## src/cbt_pkg.sv

```systemverilog
package cbt_pkg;

  // Register indices (printed offsets are not word aligned, byte address = 4 * index)
  localparam logic [15:0] CBT_IDX_TIMER_CH7 = 16'h1027;
  localparam logic [15:0] CBT_IDX_TIMER_CH8 = 16'h1028;
  // Control register of our own: balancing enables
  localparam logic [15:0] CBT_IDX_CTRL      = 16'h1000;
  localparam int          CBT_ADDR_W        = 18;
  localparam logic [CBT_ADDR_W-1:0] CBT_ADDR_CH7  = {CBT_IDX_TIMER_CH7, 2'b00};
  localparam logic [CBT_ADDR_W-1:0] CBT_ADDR_CH8  = {CBT_IDX_TIMER_CH8, 2'b00};
  localparam logic [CBT_ADDR_W-1:0] CBT_ADDR_CTRL = {CBT_IDX_CTRL, 2'b00};

  // Count field layout
  localparam int          CBT_CNT_W   = 14;
  localparam int          CBT_CNT_LSB = 0;
  localparam int          CBT_CNT_MSB = 13;
  localparam int          CBT_RSV_MSB = 15;
  localparam int          CBT_RSV_LSB = 14;
  localparam logic [13:0] CBT_CNT_RESET = 14'h0000;
  localparam logic [13:0] CBT_CNT_MAX   = 14'h3FFF;
  localparam logic [13:0] CBT_CNT_ONE   = 14'h0001;

  // Control register bit positions
  localparam int CBT_CTRL_GLOBAL = 0;
  localparam int CBT_CTRL_TIMED  = 1;
  localparam int CBT_CTRL_CH7    = 2;
  localparam int CBT_CTRL_CH8    = 3;
  localparam logic [3:0] CBT_CTRL_RESET = 4'h0;

  // Tick timing: one count step is ten seconds
  localparam longint CBT_CLK_HZ      = 100000000;
  localparam longint CBT_TICK_S      = 10;
  localparam longint CBT_TICK_CYCLES = CBT_CLK_HZ * CBT_TICK_S;
  localparam int     CBT_TICK_W      = 30;

  // Avalon-MM request bundle
  typedef struct packed {
    logic                  read;
    logic                  write;
    logic [CBT_ADDR_W-1:0] address;
    logic [31:0]           writedata;
  } cbt_req_t;

endpackage : cbt_pkg

```

## src/cbt_channel.sv

```systemverilog
`timescale 1ns/1ps
`default_nettype none
module cbt_channel
(
  // Clock and reset
  input  wire logic                          core_clk,
  input  wire logic                          rst,
  // Control
  input  wire logic                          load,
  input  wire logic [cbt_pkg::CBT_CNT_W-1:0] loadValue,
  input  wire logic                          countEn,
  input  wire logic                          tick,
  // State
  output logic      [cbt_pkg::CBT_CNT_W-1:0] count,
  output logic                               balanceOn
);

  import cbt_pkg::*;

  logic [CBT_CNT_W-1:0] next_count;
  wire                  isZero = (count == CBT_CNT_RESET);

  // Write wins over a tick in the same cycle; zero holds
  always_comb
  begin
    next_count = count;
    if (load)
      next_count = loadValue;                                  // see RQ8
    else if (countEn && tick && !isZero)                       // see RQ5 see RQ11
      next_count = count - CBT_CNT_ONE;                        // see RQ3
  end

  // Counter register, timer_run_out_value after reset
  always_ff @(posedge core_clk or posedge rst)
  begin
    if (rst)
      count <= CBT_CNT_RESET;                                  // see RQ7
    else
      count <= next_count;
  end

  // Balancing gate follows the next count so it is registered yet in step
  always_ff @(posedge core_clk or posedge rst)
  begin
    if (rst)
      balanceOn <= 1'b0;
    else
      balanceOn <= (next_count != CBT_CNT_RESET);              // see RQ4
  end
endmodule : cbt_channel
`default_nettype wire

```

## src/cbt_timer.sv

```systemverilog
`timescale 1ns/1ps
`default_nettype none
// How it works
// RQ1 - 14-bit count, upper two bits read zero
// RQ2 - Read returns live counter value
// RQ3 - Counter saturates at zero, never wraps
// RQ4 - Zero count halts that channel's balancing
// RQ5 - Counts only with global, timed, channel enables
// RQ6 - Each count step is ten seconds
// RQ7 - Reset leaves count zero, timer_run_out_value
// RQ8 - All-ones count is largest load
// RQ9 - Channel 7 timer at index 1027h
// RQ10 - Channel 8 timer at index 1028h
// RQ11 - Ten-second tick decrements active counter
module cbt_timer
#(
  parameter longint TICK_CYCLES = cbt_pkg::CBT_TICK_CYCLES
)
(
  // Clock and reset
  input  wire logic                           core_clk,
  input  wire logic                           rst,
  // Avalon-MM slave
  input  wire logic [cbt_pkg::CBT_ADDR_W-1:0] avs_address,
  input  wire logic                           avs_read,
  input  wire logic                           avs_write,
  input  wire logic [31:0]                    avs_writedata,
  input  wire logic [3:0]                     avs_byteenable,
  output logic      [31:0]                    avs_readdata,
  output logic                                avs_waitrequest,
  output logic      [1:0]                     avs_response,
  // Balancing gates
  output logic                                balanceCh7,
  output logic                                balanceCh8
);

  import cbt_pkg::*;

  cbt_req_t req;
  assign req = '{read: avs_read, write: avs_write, address: avs_address, writedata: avs_writedata};

  localparam logic [CBT_TICK_W-1:0] TICK_LAST = CBT_TICK_W'(TICK_CYCLES - 1);

  logic [CBT_TICK_W-1:0] tickCnt;
  logic                  tick;
  logic [3:0]            ctrl;
  logic                  busy;
  logic [CBT_CNT_W-1:0] count7;
  logic [CBT_CNT_W-1:0] count8;
  logic                  bal7;
  logic                  bal8;

  // Divider for the ten-second tick; free running so channels share one time base
  always_ff @(posedge core_clk or posedge rst)
  begin
    if (rst)
    begin
      tickCnt <= '0;
      tick    <= 1'b0;
    end
    else
    begin
      tick    <= (tickCnt == TICK_LAST);                        // see RQ6
      tickCnt <= (tickCnt == TICK_LAST) ? '0 : tickCnt + 1'b1;  // see RQ11
    end
  end

  // Address decode
  wire selCh7  = (req.address == CBT_ADDR_CH7);                 // see RQ9
  wire selCh8  = (req.address == CBT_ADDR_CH8);                 // see RQ10
  wire selCtrl = (req.address == CBT_ADDR_CTRL);
  wire mapped  = selCh7 | selCh8 | selCtrl;
  // Accept in the second cycle of a request: one wait state
  wire accept  = (req.read | req.write) & busy;
  wire wrLow   = req.write & accept & avs_byteenable[0];
  wire wrHigh  = req.write & accept & avs_byteenable[1];
  wire wrCount = wrLow & wrHigh;

  // Load value, partial byte writes merge with live count
  wire [CBT_CNT_W-1:0] load7 = {avs_byteenable[1] ? req.writedata[CBT_CNT_MSB:8] : count7[CBT_CNT_MSB:8],
                                avs_byteenable[0] ? req.writedata[7:0] : count7[7:0]};
  wire [CBT_CNT_W-1:0] load8 = {avs_byteenable[1] ? req.writedata[CBT_CNT_MSB:8] : count8[CBT_CNT_MSB:8],
                                avs_byteenable[0] ? req.writedata[7:0] : count8[7:0]};
  wire ld7 = (wrLow | wrHigh) & selCh7;
  wire ld8 = (wrLow | wrHigh) & selCh8;

  // Enables for each channel
  wire run7 = ctrl[CBT_CTRL_GLOBAL] & ctrl[CBT_CTRL_TIMED] & ctrl[CBT_CTRL_CH7];  // see RQ5
  wire run8 = ctrl[CBT_CTRL_GLOBAL] & ctrl[CBT_CTRL_TIMED] & ctrl[CBT_CTRL_CH8];  // see RQ5

  // Read mux: reserved bits and unused lanes zero
  wire [31:0] rdMux = selCh7  ? {18'h00000, count7} :           // see RQ1 see RQ2
                      selCh8  ? {18'h00000, count8} :
                      selCtrl ? {28'h0000000, ctrl} : 32'h00000000;

  // Wait state toggle
  always_ff @(posedge core_clk or posedge rst)
  begin
    if (rst)
      busy <= 1'b0;
    else
      busy <= (req.read | req.write) & !busy;
  end

  // Control register
  always_ff @(posedge core_clk or posedge rst)
  begin
    if (rst)
      ctrl <= CBT_CTRL_RESET;
    else if (wrLow & selCtrl)
      ctrl <= req.writedata[3:0];
  end

  // Bus answer registers; unmapped gives slave error
  always_ff @(posedge core_clk or posedge rst)
  begin
    if (rst)
    begin
      avs_readdata    <= 32'h00000000;
      avs_waitrequest <= 1'b1;
      avs_response    <= 2'h0;
    end
    else
    begin
      avs_waitrequest <= !((req.read | req.write) & !busy);
      avs_readdata    <= rdMux;
      avs_response    <= mapped ? 2'h0 : 2'h2;
    end
  end

  // Two channel timers
  cbt_channel u_ch7 (
    .core_clk  (core_clk),
    .rst       (rst),
    .load      (ld7),
    .loadValue (load7),
    .countEn   (run7),
    .tick      (tick),
    .count     (count7),
    .balanceOn (bal7)
  );

  cbt_channel u_ch8 (
    .core_clk  (core_clk),
    .rst       (rst),
    .load      (ld8),
    .loadValue (load8),
    .countEn   (run8),
    .tick      (tick),
    .count     (count8),
    .balanceOn (bal8)
  );

  assign balanceCh7 = bal7;
  assign balanceCh8 = bal8;

  // Checker helpers below; nothing here feeds the datapath
  // Cycles since the last tick, so the period is checked by a counter, not a long repetition
  logic [CBT_TICK_W-1:0] tickGap;
  logic                  tickSeen;

  // The first gap after reset is one longer, so the check waits for a first tick
  always_ff @(posedge core_clk or posedge rst)
  begin
    if (rst)
    begin
      tickGap  <= '0;
      tickSeen <= 1'b0;
    end
    else if (tick)
    begin
      tickGap  <= '0;
      tickSeen <= 1'b1;
    end
    else
      tickGap <= tickGap + 1'b1;
  end
endmodule : cbt_timer
`default_nettype wire

```

## config.mk

```make
export PLATFORM = sky130hd
export DESIGN_NAME = cbt_timer
export DESIGN_NICKNAME = d
export VERILOG_FILES = /design/src/cbt_pkg.sv /design/src/cbt_channel.sv /design/src/cbt_timer.sv
export SDC_FILE = /design/constraint.sdc
export NUM_CORES = 1
export LEC_CHECK = 0
export BUFFER_PORTS_ARGS = -buffer_cell sky130_fd_sc_hd__buf_2
export CAP_MARGIN = 15
export CORE_UTILIZATION = 31
export DETAILED_ROUTE_END_ITERATION = 10
export SLEW_MARGIN = 20
export SYNTH_ARGS = -nofsm -noshare
export SYNTH_HDL_FRONTEND = slang
export SYNTH_SLANG_ARGS = --single-unit
```

## constraint.sdc

```tcl
create_clock -name core_clk -period 5.69 [get_ports core_clk]
set_input_delay 0.8535 -clock core_clk [delete_from_list [all_inputs] [get_ports core_clk]]
set_output_delay 0.8535 -clock core_clk [all_outputs]
set_load 0.01 [all_outputs]
```

==> impl_metrics.toml, run 1 <==
[placed_design]
port_buffers = 55
hpwl_um = 9670
gp_congestion = 0.929
dpl_cell_area_um2 = 5040

[die]
boundaryPins = 95
start_util_pct = 31.9
dieArea_um2 = 15400
die_w_um = 124
core_um2 = 14500
fp.dieH_um = 124
num_rows = 44

[clock_tree]
clock_sinks = 82
insertion_delay_ps = 350
cts-resized-gates = 0
cts-root-buf = "clkbuf_16"
postCtsSetupBuffers = 0
cts_made_buffers = 9
clk_pin_slew_ps = 60
htreeDepth = 3
clk_path_buf_depth = 2
hold_buffers = 0
cts_tree = "yes"

[setup_path]
startpoint_type = "primary input"
slowest_stage = "or3_1"
critPathMaxFanout = 16
critPathRequiredTime_ps = 5900
arrival_ps = 3970
critPathKind = "primary input to flip-flop"
critPathCaptureType = "flip-flop"
worstPathCellList = "buf_2 > or4_1 > or3_1 > nor3_4 > a32oi_1 > o31a_1 > or4_1 > or4_1"
critPathMostFrequentCell = "or4_1"
critPathMaxStageDelay_ps = 680

[drt]
drtIter0Drc = 296
via_count = 4207
drc = 0
first_pass_iters = 5
antenna_left = 0
routed_wl_um = 13000
routed_via_density = 5.69
avgRoutedWirePerCell_um = 17.6

[global_routing]
grt_max_degree = 83
grt_pass1_vias = 4124
antenna_found_initial = 0
overflow = 0
grt_usage_pct = 17.5
grt_first_pass_wirelength_um = 21500

[timing]
worstMarginPinSlew_ps = 1120
clock.fmax_ghz = 0.266
finalHoldViolCount = 0
min_period_ps = 3760
holdWs_ps = 462
skew_ps = 8.32
fin_tns_setup_ps = 0
finalSetupViolations = 0
slew_headroom_pct = 24.5
slew_viol_final = 0
rsz0062_at_grt = "false"
period_share_pct = 66.1

[logic_synthesis]
synth_seq_area_share_pct = 44.3
syn_inst = 495
async_flop_share_pct = 100
synth.distinct_cells = 63
syn_area_um2 = 4630
synth-seq-cells = 82
yosysWarnings = 0
synthFlopType = "dfrtp_1"
postSynthAreaPerCell_um2 = 9.36
synth-edff-count = 0

[power_and_ir_drop]
p_seq_share_pct = 48.8
power.internal_mw = 0.911
leakagePower_nw = 2.32
ir_drop_uv = 101
p_sw_share_pct = 24.1
p_sw_mw = 0.290
combinationalPowerShare_pct = 4.2
powerDensity_nw_per_um2 = 225
clockPowerShare_pct = 47.0
p_total_mw = 1.20

[min_path]
holdCritPathClass = "flip-flop to flip-flop"

[outcome]
status = "completed"

[finish]
nNetsFinal = 611
utilization_pct = 36.7
drive_gt1_share_pct = 17.5
diodes = 0
finalInstanceArea_um2 = 5330
syn_to_final_growth_pct = 15.1
final_cell_mix = "dfrtp_1 (81), nor2_1 (57), buf_2 (55)"
final_common_cell = "dfrtp_1"

[run]
cap_violations = 0
==> critical path: cells and delay by family <==
family          cells  cell delay [ps]
simple gates        5             2770
buf+inv             1               90
compound gates      2              250
==> cells by family (layout without fill, tap and decap cells) <==
kind of cell	count (synthesis)	in the layout	share of synthesized area, %
buf+inv	53	95	6.10
fa+ha+maj	3	3	0.810
simple gates	238	238	27.9
compound gates	85	85	14.4
mux	5	5	1.19
other cells	1	19	0.0809
xor+xnor	28	28	5.29
flops	82	82	44.3
==> synthesized netlist by cell type, types with 4 or more instances <==
cell type	n	area, um2
nor2_1	57	214
buf_4	19	143
nor4_1	14	87.6
a211oi_1	13	97.6
o21bai_1	4	30.0
and4_1	7	61.3
a22o_1	11	96.3
and3_1	9	56.3
o22ai_1	7	43.8
xor2_1	16	140
dfrtp_1	81	2030
nand3_1	29	145
or4_1	10	75.1
nand4_1	23	144
and2_1	5	31.3
nand2_1	31	116
a21oi_1	10	50.1
nor3_1	22	110
or3_1	7	43.8
mux2_2	4	45.0
buf_2	4	20.0
inv_1	19	71.3
o211ai_1	5	37.5
clkbuf_1	10	37.5
xnor2_1	12	105
==> per-layer routing <==
metal  vias to the layer above  global-route usage [%]  wire (um)
met5                         -                       0          0
met2                       187                    26.1       5780
met1                      2050                    23.9       5910
li1                       1940                       -          -
met3                        30                    4.17        973
met4                         0                    7.80        372
==> power groups by stage <==
stage               Combinational [mW]  Clock, mW  Sequential [mW]
detailed placement              0.0507          0            0.598
global route                    0.0566      0.599            0.586
CTS                             0.0508      0.579            0.587
global placement                0.0503          0            0.598
finish                          0.0506      0.564            0.587
floorplan                       0.0325          0            0.597
==> through the flow <==
step / worst slack (ps) / cells
2_1_floorplan: 2140 / 513
3_3_place_gp: 1560 / 723
3_5_place_dp: 1570 / 723
4_1_cts: 1920 / 739
5_1_grt: 1690 / 739
6_report: 1930 / 739
==> area by class of cell <==
type | instances | area (um2)
clock buffers | 10 | 239
clock inverters | 6 | 48.8
fillers | 1503 | 9200
inverters | 19 | 72.6
multi-input cells | 378 | 2370
flip-flops and latches | 82 | 2050
well taps | 184 | 230
repair buffers | 60 | 317
==> final timing paths <==
| path | from | endpoint | slack (ps) | depth (start not counted) |
|---|---|---|---|---|
| setup reg to reg | u_ch7.count[0]$_DFF_PP0_ | u_ch7.balanceOn$_DFF_PP0_ | 2020 | 9 |
| min in group asynchronous | rst | avs_readdata[4]$_DFF_PP0_ | 690 | 3 |
| hold reg to reg | tickCnt[0]$_DFF_PP0_ | tickCnt[0]$_DFF_PP0_ | 460 | 1 |
| max in group asynchronous | rst | tickCnt[25]$_DFF_PP0_ | 4490 | 3 |
| hold / removal | tickCnt[0]$_DFF_PP0_ | tickCnt[0]$_DFF_PP0_ | 460 | 1 |
| setup / recovery | avs_address[11] | u_ch7.balanceOn$_DFF_PP0_ | 1930 | 8 |
==> state kept, by name (all words and copies together) (netlist names) <==
name and cells:
avs_readdata 14, ctrl 4, tick 1, busy 1, u_ch8.balanceOn 1, u_ch7.balanceOn 1, avs_waitrequest 1, u_ch8.count 14
u_ch7.count 14, tickCnt 30, avs_response 1
No activity file was read; power rests on OpenSTA's default activity.
==> run 2, diff against run 1 <==
==> constraint.sdc (replaced) <==
create_clock -name core_clk -period 3.9 [get_ports core_clk]
set_input_delay 0.585 -clock core_clk [delete_from_list [all_inputs] [get_ports core_clk]]
set_output_delay 0.585 -clock core_clk [all_outputs]
set_load 0.01 [all_outputs]
==> impl_metrics.toml, run 2 (synthesis results as in run 1) <==
[power_and_ir_drop]
p_sw_mw = 0.427
clockPowerShare_pct = 46.4
leakagePower_nw = 2.35
p_sw_share_pct = 24.6
ir_drop_uv = 197
p_seq_share_pct = 49.3
powerDensity_nw_per_um2 = 323
power.internal_mw = 1.31
combinationalPowerShare_pct = 4.3

[finish]
syn_to_final_growth_pct = 16.0
drive_gt1_share_pct = 18.7
multi_input_area_um2 = 2380
regArea_um2 = 2050
diodes = 0
fin_cells = 746
final_common_cell = "dfrtp_1"
largest_reg_flops = 30
n_fill_cell = 1501
top_register = "tickCnt"
final_cell_mix = "dfrtp_1 (81), nor2_1 (57), buf_2 (55)"
nNetsFinal = 618

[placed_design]
hpwl_um = 9890
port_buffers = 55
dp_cells = 730
gp_congestion = 0.905

[global_routing]
antenna_found_initial = 0
grt_first_pass_wirelength_um = 21700
grt_max_degree = 54
grt_pass1_vias = 4164
overflow = 0
grt_usage_pct = 17.7

[setup_path]
critPathCaptureType = "flip-flop"
crit_path_start = "u_ch7.count[0]$_DFF_PP0_"
endpoint = "u_ch7.balanceOn$_DFF_PP0_"
rr_startpoint = "u_ch7.count[0]$_DFF_PP0_"
worst-r2r-setup-slack_ps = 540
critPathRequiredTime_ps = 4130
startpoint_type = "flip-flop"
critPathMaxStageDelay_ps = 620
worstPathCellList = "inv_1 > ha_1 > nor3b_2 > nand4_1 > and3_1 > a311oi_1 > nor2_1 > or4b_2 > or4_1"
slowest_stage = "or4b_2"
ff2ff_path_depth = 9
critPathKind = "flip-flop to flip-flop"
reg2reg_to = "u_ch7.balanceOn$_DFF_PP0_"
critPathMaxFanout = 7
arrival_ps = 3590

[clock_tree]
cts_made_buffers = 9
clock_sinks = 82
insertion_delay_ps = 350
cts-root-buf = "clkbuf_16"
postCtsSetupBuffers = 0
cts_tree = "yes"
hold_buffers = 0
clk_path_buf_depth = 2
clk_pin_slew_ps = 70
htreeDepth = 3

[timing]
clock.fmax_ghz = 0.298
period_share_pct = 86.2
slew_headroom_pct = 31.0
finalHoldViolCount = 0
skew_ps = 6.42
worstMarginPinSlew_ps = 1030
fin_tns_setup_ps = 0
finalSetupViolations = 0
slew_viol_final = 0
min_period_ps = 3360
rsz0062_at_grt = "false"

[drt]
via_count = 4265
routed_via_density = 5.72
antenna_left = 0
routed_wl_um = 13300
avgRoutedWirePerCell_um = 17.8
drc = 0
drtIter0Drc = 370
first_pass_iters = 8

[die]
die_w_um = 124
start_util_pct = 31.9
dieArea_um2 = 15400
core_um2 = 14500
boundaryPins = 95
num_rows = 44
fp.dieH_um = 124

[run]
cap_violations = 0

[outcome]
status = "completed"

[min_path]
holdCritPathClass = "primary input to asynchronous set/reset pin"
## run 2: cell types whose count changed in the layout (fill, tap and decap cells not counted)
| cell | before | now |
|---|---|---|
| inv_8 | 1 | 0 |
| clkinv_4 | 1 | 0 |
| nor3b_1 | 2 | 1 |
| buf_6 | 1 | 0 |
| clkinv_2 | 2 | 3 |
| clkbuf_8 | 1 | 0 |
| nor3b_2 | 0 | 1 |
| inv_6 | 1 | 3 |
| buf_4 | 4 | 12 |
## run 2: layer usage
metal,routed length (um),global-route usage (%),vias up
li1,-,-,1953
met1,5890,23.5,2080
met2,6120,27.8,206
met3,981,4.38,26
met4,279,6.38,0
met5,0,0,-
## run 2: power by group through the flow
stage	Clock, mW	Sequential, mW	Combinational [mW]
after floorplan	0	0.872	0.0474
after global placement	0	0.872	0.0736
after detailed placement	0	0.872	0.0748
after CTS	0.824	0.856	0.0750
after global routing	0.857	0.855	0.0829
final	0.806	0.856	0.0744
## run 2: how the worst min path moves through the flow
stage,startpoint,end,slack [ps],depth (start not counted)
floorplan,tickCnt[0]$_DFF_PP0_,tickCnt[0]$_DFF_PP0_,430,1
global placement,tickCnt[0]$_DFF_PP0_,tickCnt[0]$_DFF_PP0_,450,1
detailed placement,tickCnt[0]$_DFF_PP0_,tickCnt[0]$_DFF_PP0_,460,1
CTS,rst,avs_readdata[2]$_DFF_PP0_,440,2
global route,tickCnt[6]$_DFF_PP0_,tickCnt[6]$_DFF_PP0_,490,1
finish,rst,avs_readdata[3]$_DFF_PP0_,410,2
## run 2: cell type report
type | count | share of cell area, %
Inverter | 19 | 1.35
Multi-Input combinational cell | 378 | 44.2
Timing Repair Buffer | 67 | 6.80
Sequential cell | 82 | 38.2
Clock buffer | 9 | 4.19
Clock inverter | 7 | 0.954
Tap cell | 184 | 4.28
## run 2: worst max-delay path, delay by kind of cell, from the launching register on
family                     cells  cell delay, ps
AOI/OAI and AO/OA              1             270
adders and majority gates      1             170
DFF                            1             440
buffers and inverters          1             110
and+or+nand+nor                6            2240
## run 2: through the flow
| step | hold slack, ps | utilization [%] | area, um2 | setup WS (ps) | total power [mW] |
|---|---|---|---|---|---|
| 2_1_floorplan | 433 | - | 4700 | 620 | 0.919 |
| 3_3_place_gp | 450 | 35.0 | 5090 | 202 | 0.945 |
| 3_5_place_dp | 456 | 35.0 | 5090 | 209 | 0.947 |
| 4_1_cts | 444 | 36.9 | 5370 | 357 | 1.76 |
| 5_1_grt | 487 | 37.0 | 5380 | 304 | 1.80 |
| 6_report | 407 | 37.0 | 5380 | 539 | 1.74 |
## run 2: timing repair
action,4_1_cts,5_1_grt
endpoints found under the setup margin,0,1
hold endpoints to repair,0,0
gates resized for setup,0,1
==> run 3, diff against run 2 <==
--- a/config.mk
+++ b/config.mk
@@ -9,7 +9,10 @@
 export CAP_MARGIN = 15
 export CORE_UTILIZATION = 31
 export DETAILED_ROUTE_END_ITERATION = 10
+export MAX_ROUTING_LAYER = met4
+export PLACE_DENSITY = 0.5
 export SLEW_MARGIN = 20
 export SYNTH_ARGS = -nofsm -noshare
 export SYNTH_HDL_FRONTEND = slang
+export SYNTH_HIERARCHICAL = 1
 export SYNTH_SLANG_ARGS = --single-unit
==> impl_metrics.toml, run 3 <==
[outcome]
status = "completed"

[timing]
slew_headroom_pct = 51.7
clock.fmax_ghz = 0.339
finalHoldViolCount = 0
holdWs_ps = 342
min_period_ps = 2950
rsz0062_at_grt = "false"
worstMarginPinSlew_ps = 723
fin_tns_setup_ps = 0
period_share_pct = 75.7
slew_viol_final = 0
finalSetupViolations = 0
skew_ps = 12.0
setup_ws_ps = 947

[setup_path]
critPathMaxFanout = 11
critPathCaptureType = "flip-flop"
ff2ff_path_depth = 9
critPathKind = "primary input to flip-flop"
startpoint_type = "primary input"
arrival_ps = 3160
critPathRequiredTime_ps = 4110

[clock_tree]
cts_made_buffers = 9
clk_pin_slew_ps = 60
htreeDepth = 3
hold_buffers = 0
cts-root-buf = "clkbuf_16"
cts_tree = "yes"
clk_path_buf_depth = 2
postCtsSetupBuffers = 0
cts-resized-gates = 0
insertion_delay_ps = 350
clock_sinks = 82

[finish]
fin_cells = 782
syn_to_final_growth_pct = 13.9
nNetsFinal = 628
diodes = 0
largest_reg_flops = 30
drive_gt1_share_pct = 21.2
top_register = "tickCnt"
final_cell_mix = "dfrtp_1 (81), buf_2 (55), o21ai_0 (49)"
final_common_cell = "dfrtp_1"
utilization_pct = 36.4
finalInstanceArea_um2 = 5550

[logic_synthesis]
synthFlopType = "dfrtp_1"
synth_most_common_cell = "dfrtp_1"
syn_area_um2 = 4880
synth-edff-count = 0
synth-seq-cells = 82
synth_area_leaders = "dfrtp_1 (42%), o21ai_0 (5.0%), xor2_1 (3.8%)"
yosys.area.top_type = "dfrtp_1"
postSynthAreaPerCell_um2 = 9.54
yosysWarnings = 6
synth_common_cells = "dfrtp_1 (81), o21ai_0 (49), inv_1 (43)"
syn_inst = 511
synth.distinct_cells = 63
async_flop_share_pct = 100
synth_top_area_share_pct = 41.6
synth_seq_area_share_pct = 42.1

[die]
die_w_um = 127
num_rows = 45
boundaryPins = 95
core_um2 = 15300
dieArea_um2 = 16200
start_util_pct = 32.0
fp.dieH_um = 127

[drt]
drtIter0Drc = 225
avgRoutedWirePerCell_um = 15.7
via_count = 3942
routed_via_density = 5.04
routed_wl_um = 12300
antenna_left = 0
first_pass_iters = 5
drc = 0

[power_and_ir_drop]
leakagePower_nw = 2.41
powerDensity_nw_per_um2 = 314
ir_drop_uv = 180
p_total_mw = 1.75

[global_routing]
antenna_found_initial = 0
grt_usage_pct = 16.4
grt_pass1_vias = 3866
grt_max_degree = 30
overflow = 0
grt_first_pass_wirelength_um = 19900

[placed_design]
dp_cells = 767
dpl_cell_area_um2 = 5280
hpwl_um = 9110
dp_slack_ps = 623
gp_congestion = 0.847
port_buffers = 55

[min_path]
holdCritPathClass = "primary input to asynchronous set/reset pin"

[run]
cap_violations = 0
run 3: layer usage:
layer  wire length [um]  up-vias  GRT usage [%]
met5                  0        -              -
met1               5530     1932           20.3
met4                261        0           7.49
li1                   -     1911              -
met2               6060       82           25.8
met3                440       17           3.43
run 3: where the power goes:
group / switching [mW] / total [mW] / leakage (nW) / internal (mW)
Clock: 0.360 / 0.806 / 0.128 / 0.446
Combinational: 0.0591 / 0.0845 / 1.27 / 0.0254
Sequential: 0.00121 / 0.855 / 1.02 / 0.854
Total: 0.421 / 1.75 / 2.41 / 1.32
run 3: logic make-up (layout without fill, tap and decap cells):
kind of cell / after synthesis / after routing / share of synthesized area (%)
and+or+nand+nor: 189 / 189 / 23.6
AOI/OAI and AO/OA: 108 / 108 / 15.1
DFF: 82 / 82 / 42.1
buffers and inverters: 78 / 120 / 8.52
xor gates and xnor gates: 36 / 36 / 6.47
muxes: 14 / 14 / 3.34
adders and majority gates: 3 / 3 / 0.770
other: 1 / 19 / 0.0769
run 3: path summary, 6_finish.rpt:
path	startpoint	end	slack, ps
hold reg to reg	tickCnt[0]$_DFF_PP0_	tickCnt[0]$_DFF_PP0_	500
max in group asynchronous	rst	avs_readdata[6]$_DFF_PP0_	2750
hold / removal	rst	u_ch7/count[7]$_DFF_PP0_	340
setup / recovery	avs_address[13]	u_ch7/balanceOn$_DFF_PP0_	950
setup reg to reg	u_ch7/count[0]$_DFF_PP0_	u_ch7/balanceOn$_DFF_PP0_	960
min in group core_clk	avs_writedata[1]	ctrl[1]$_DFFE_PP0P_	490
run 3: critical path: stages:
cell and delay (ps):
buf_2 90, nor4b_1 290, nand4_1 240, nor3_2 250
and2_1 390, inv_1 180, nor2_1 140, a31oi_1 60
or3_1 380, nor4_1 420, nand3b_1 130
run 3: final cells by class:
type / count / area, um2
Clock buffer: 11 / 243
Clock inverter: 4 / 28.8
Fill cell: 1568 / 9700
Inverter: 43 / 161
Multi-Input combinational cell: 369 / 2480
Sequential cell: 82 / 2050
Tap cell: 211 / 264
Timing Repair Buffer: 62 / 328
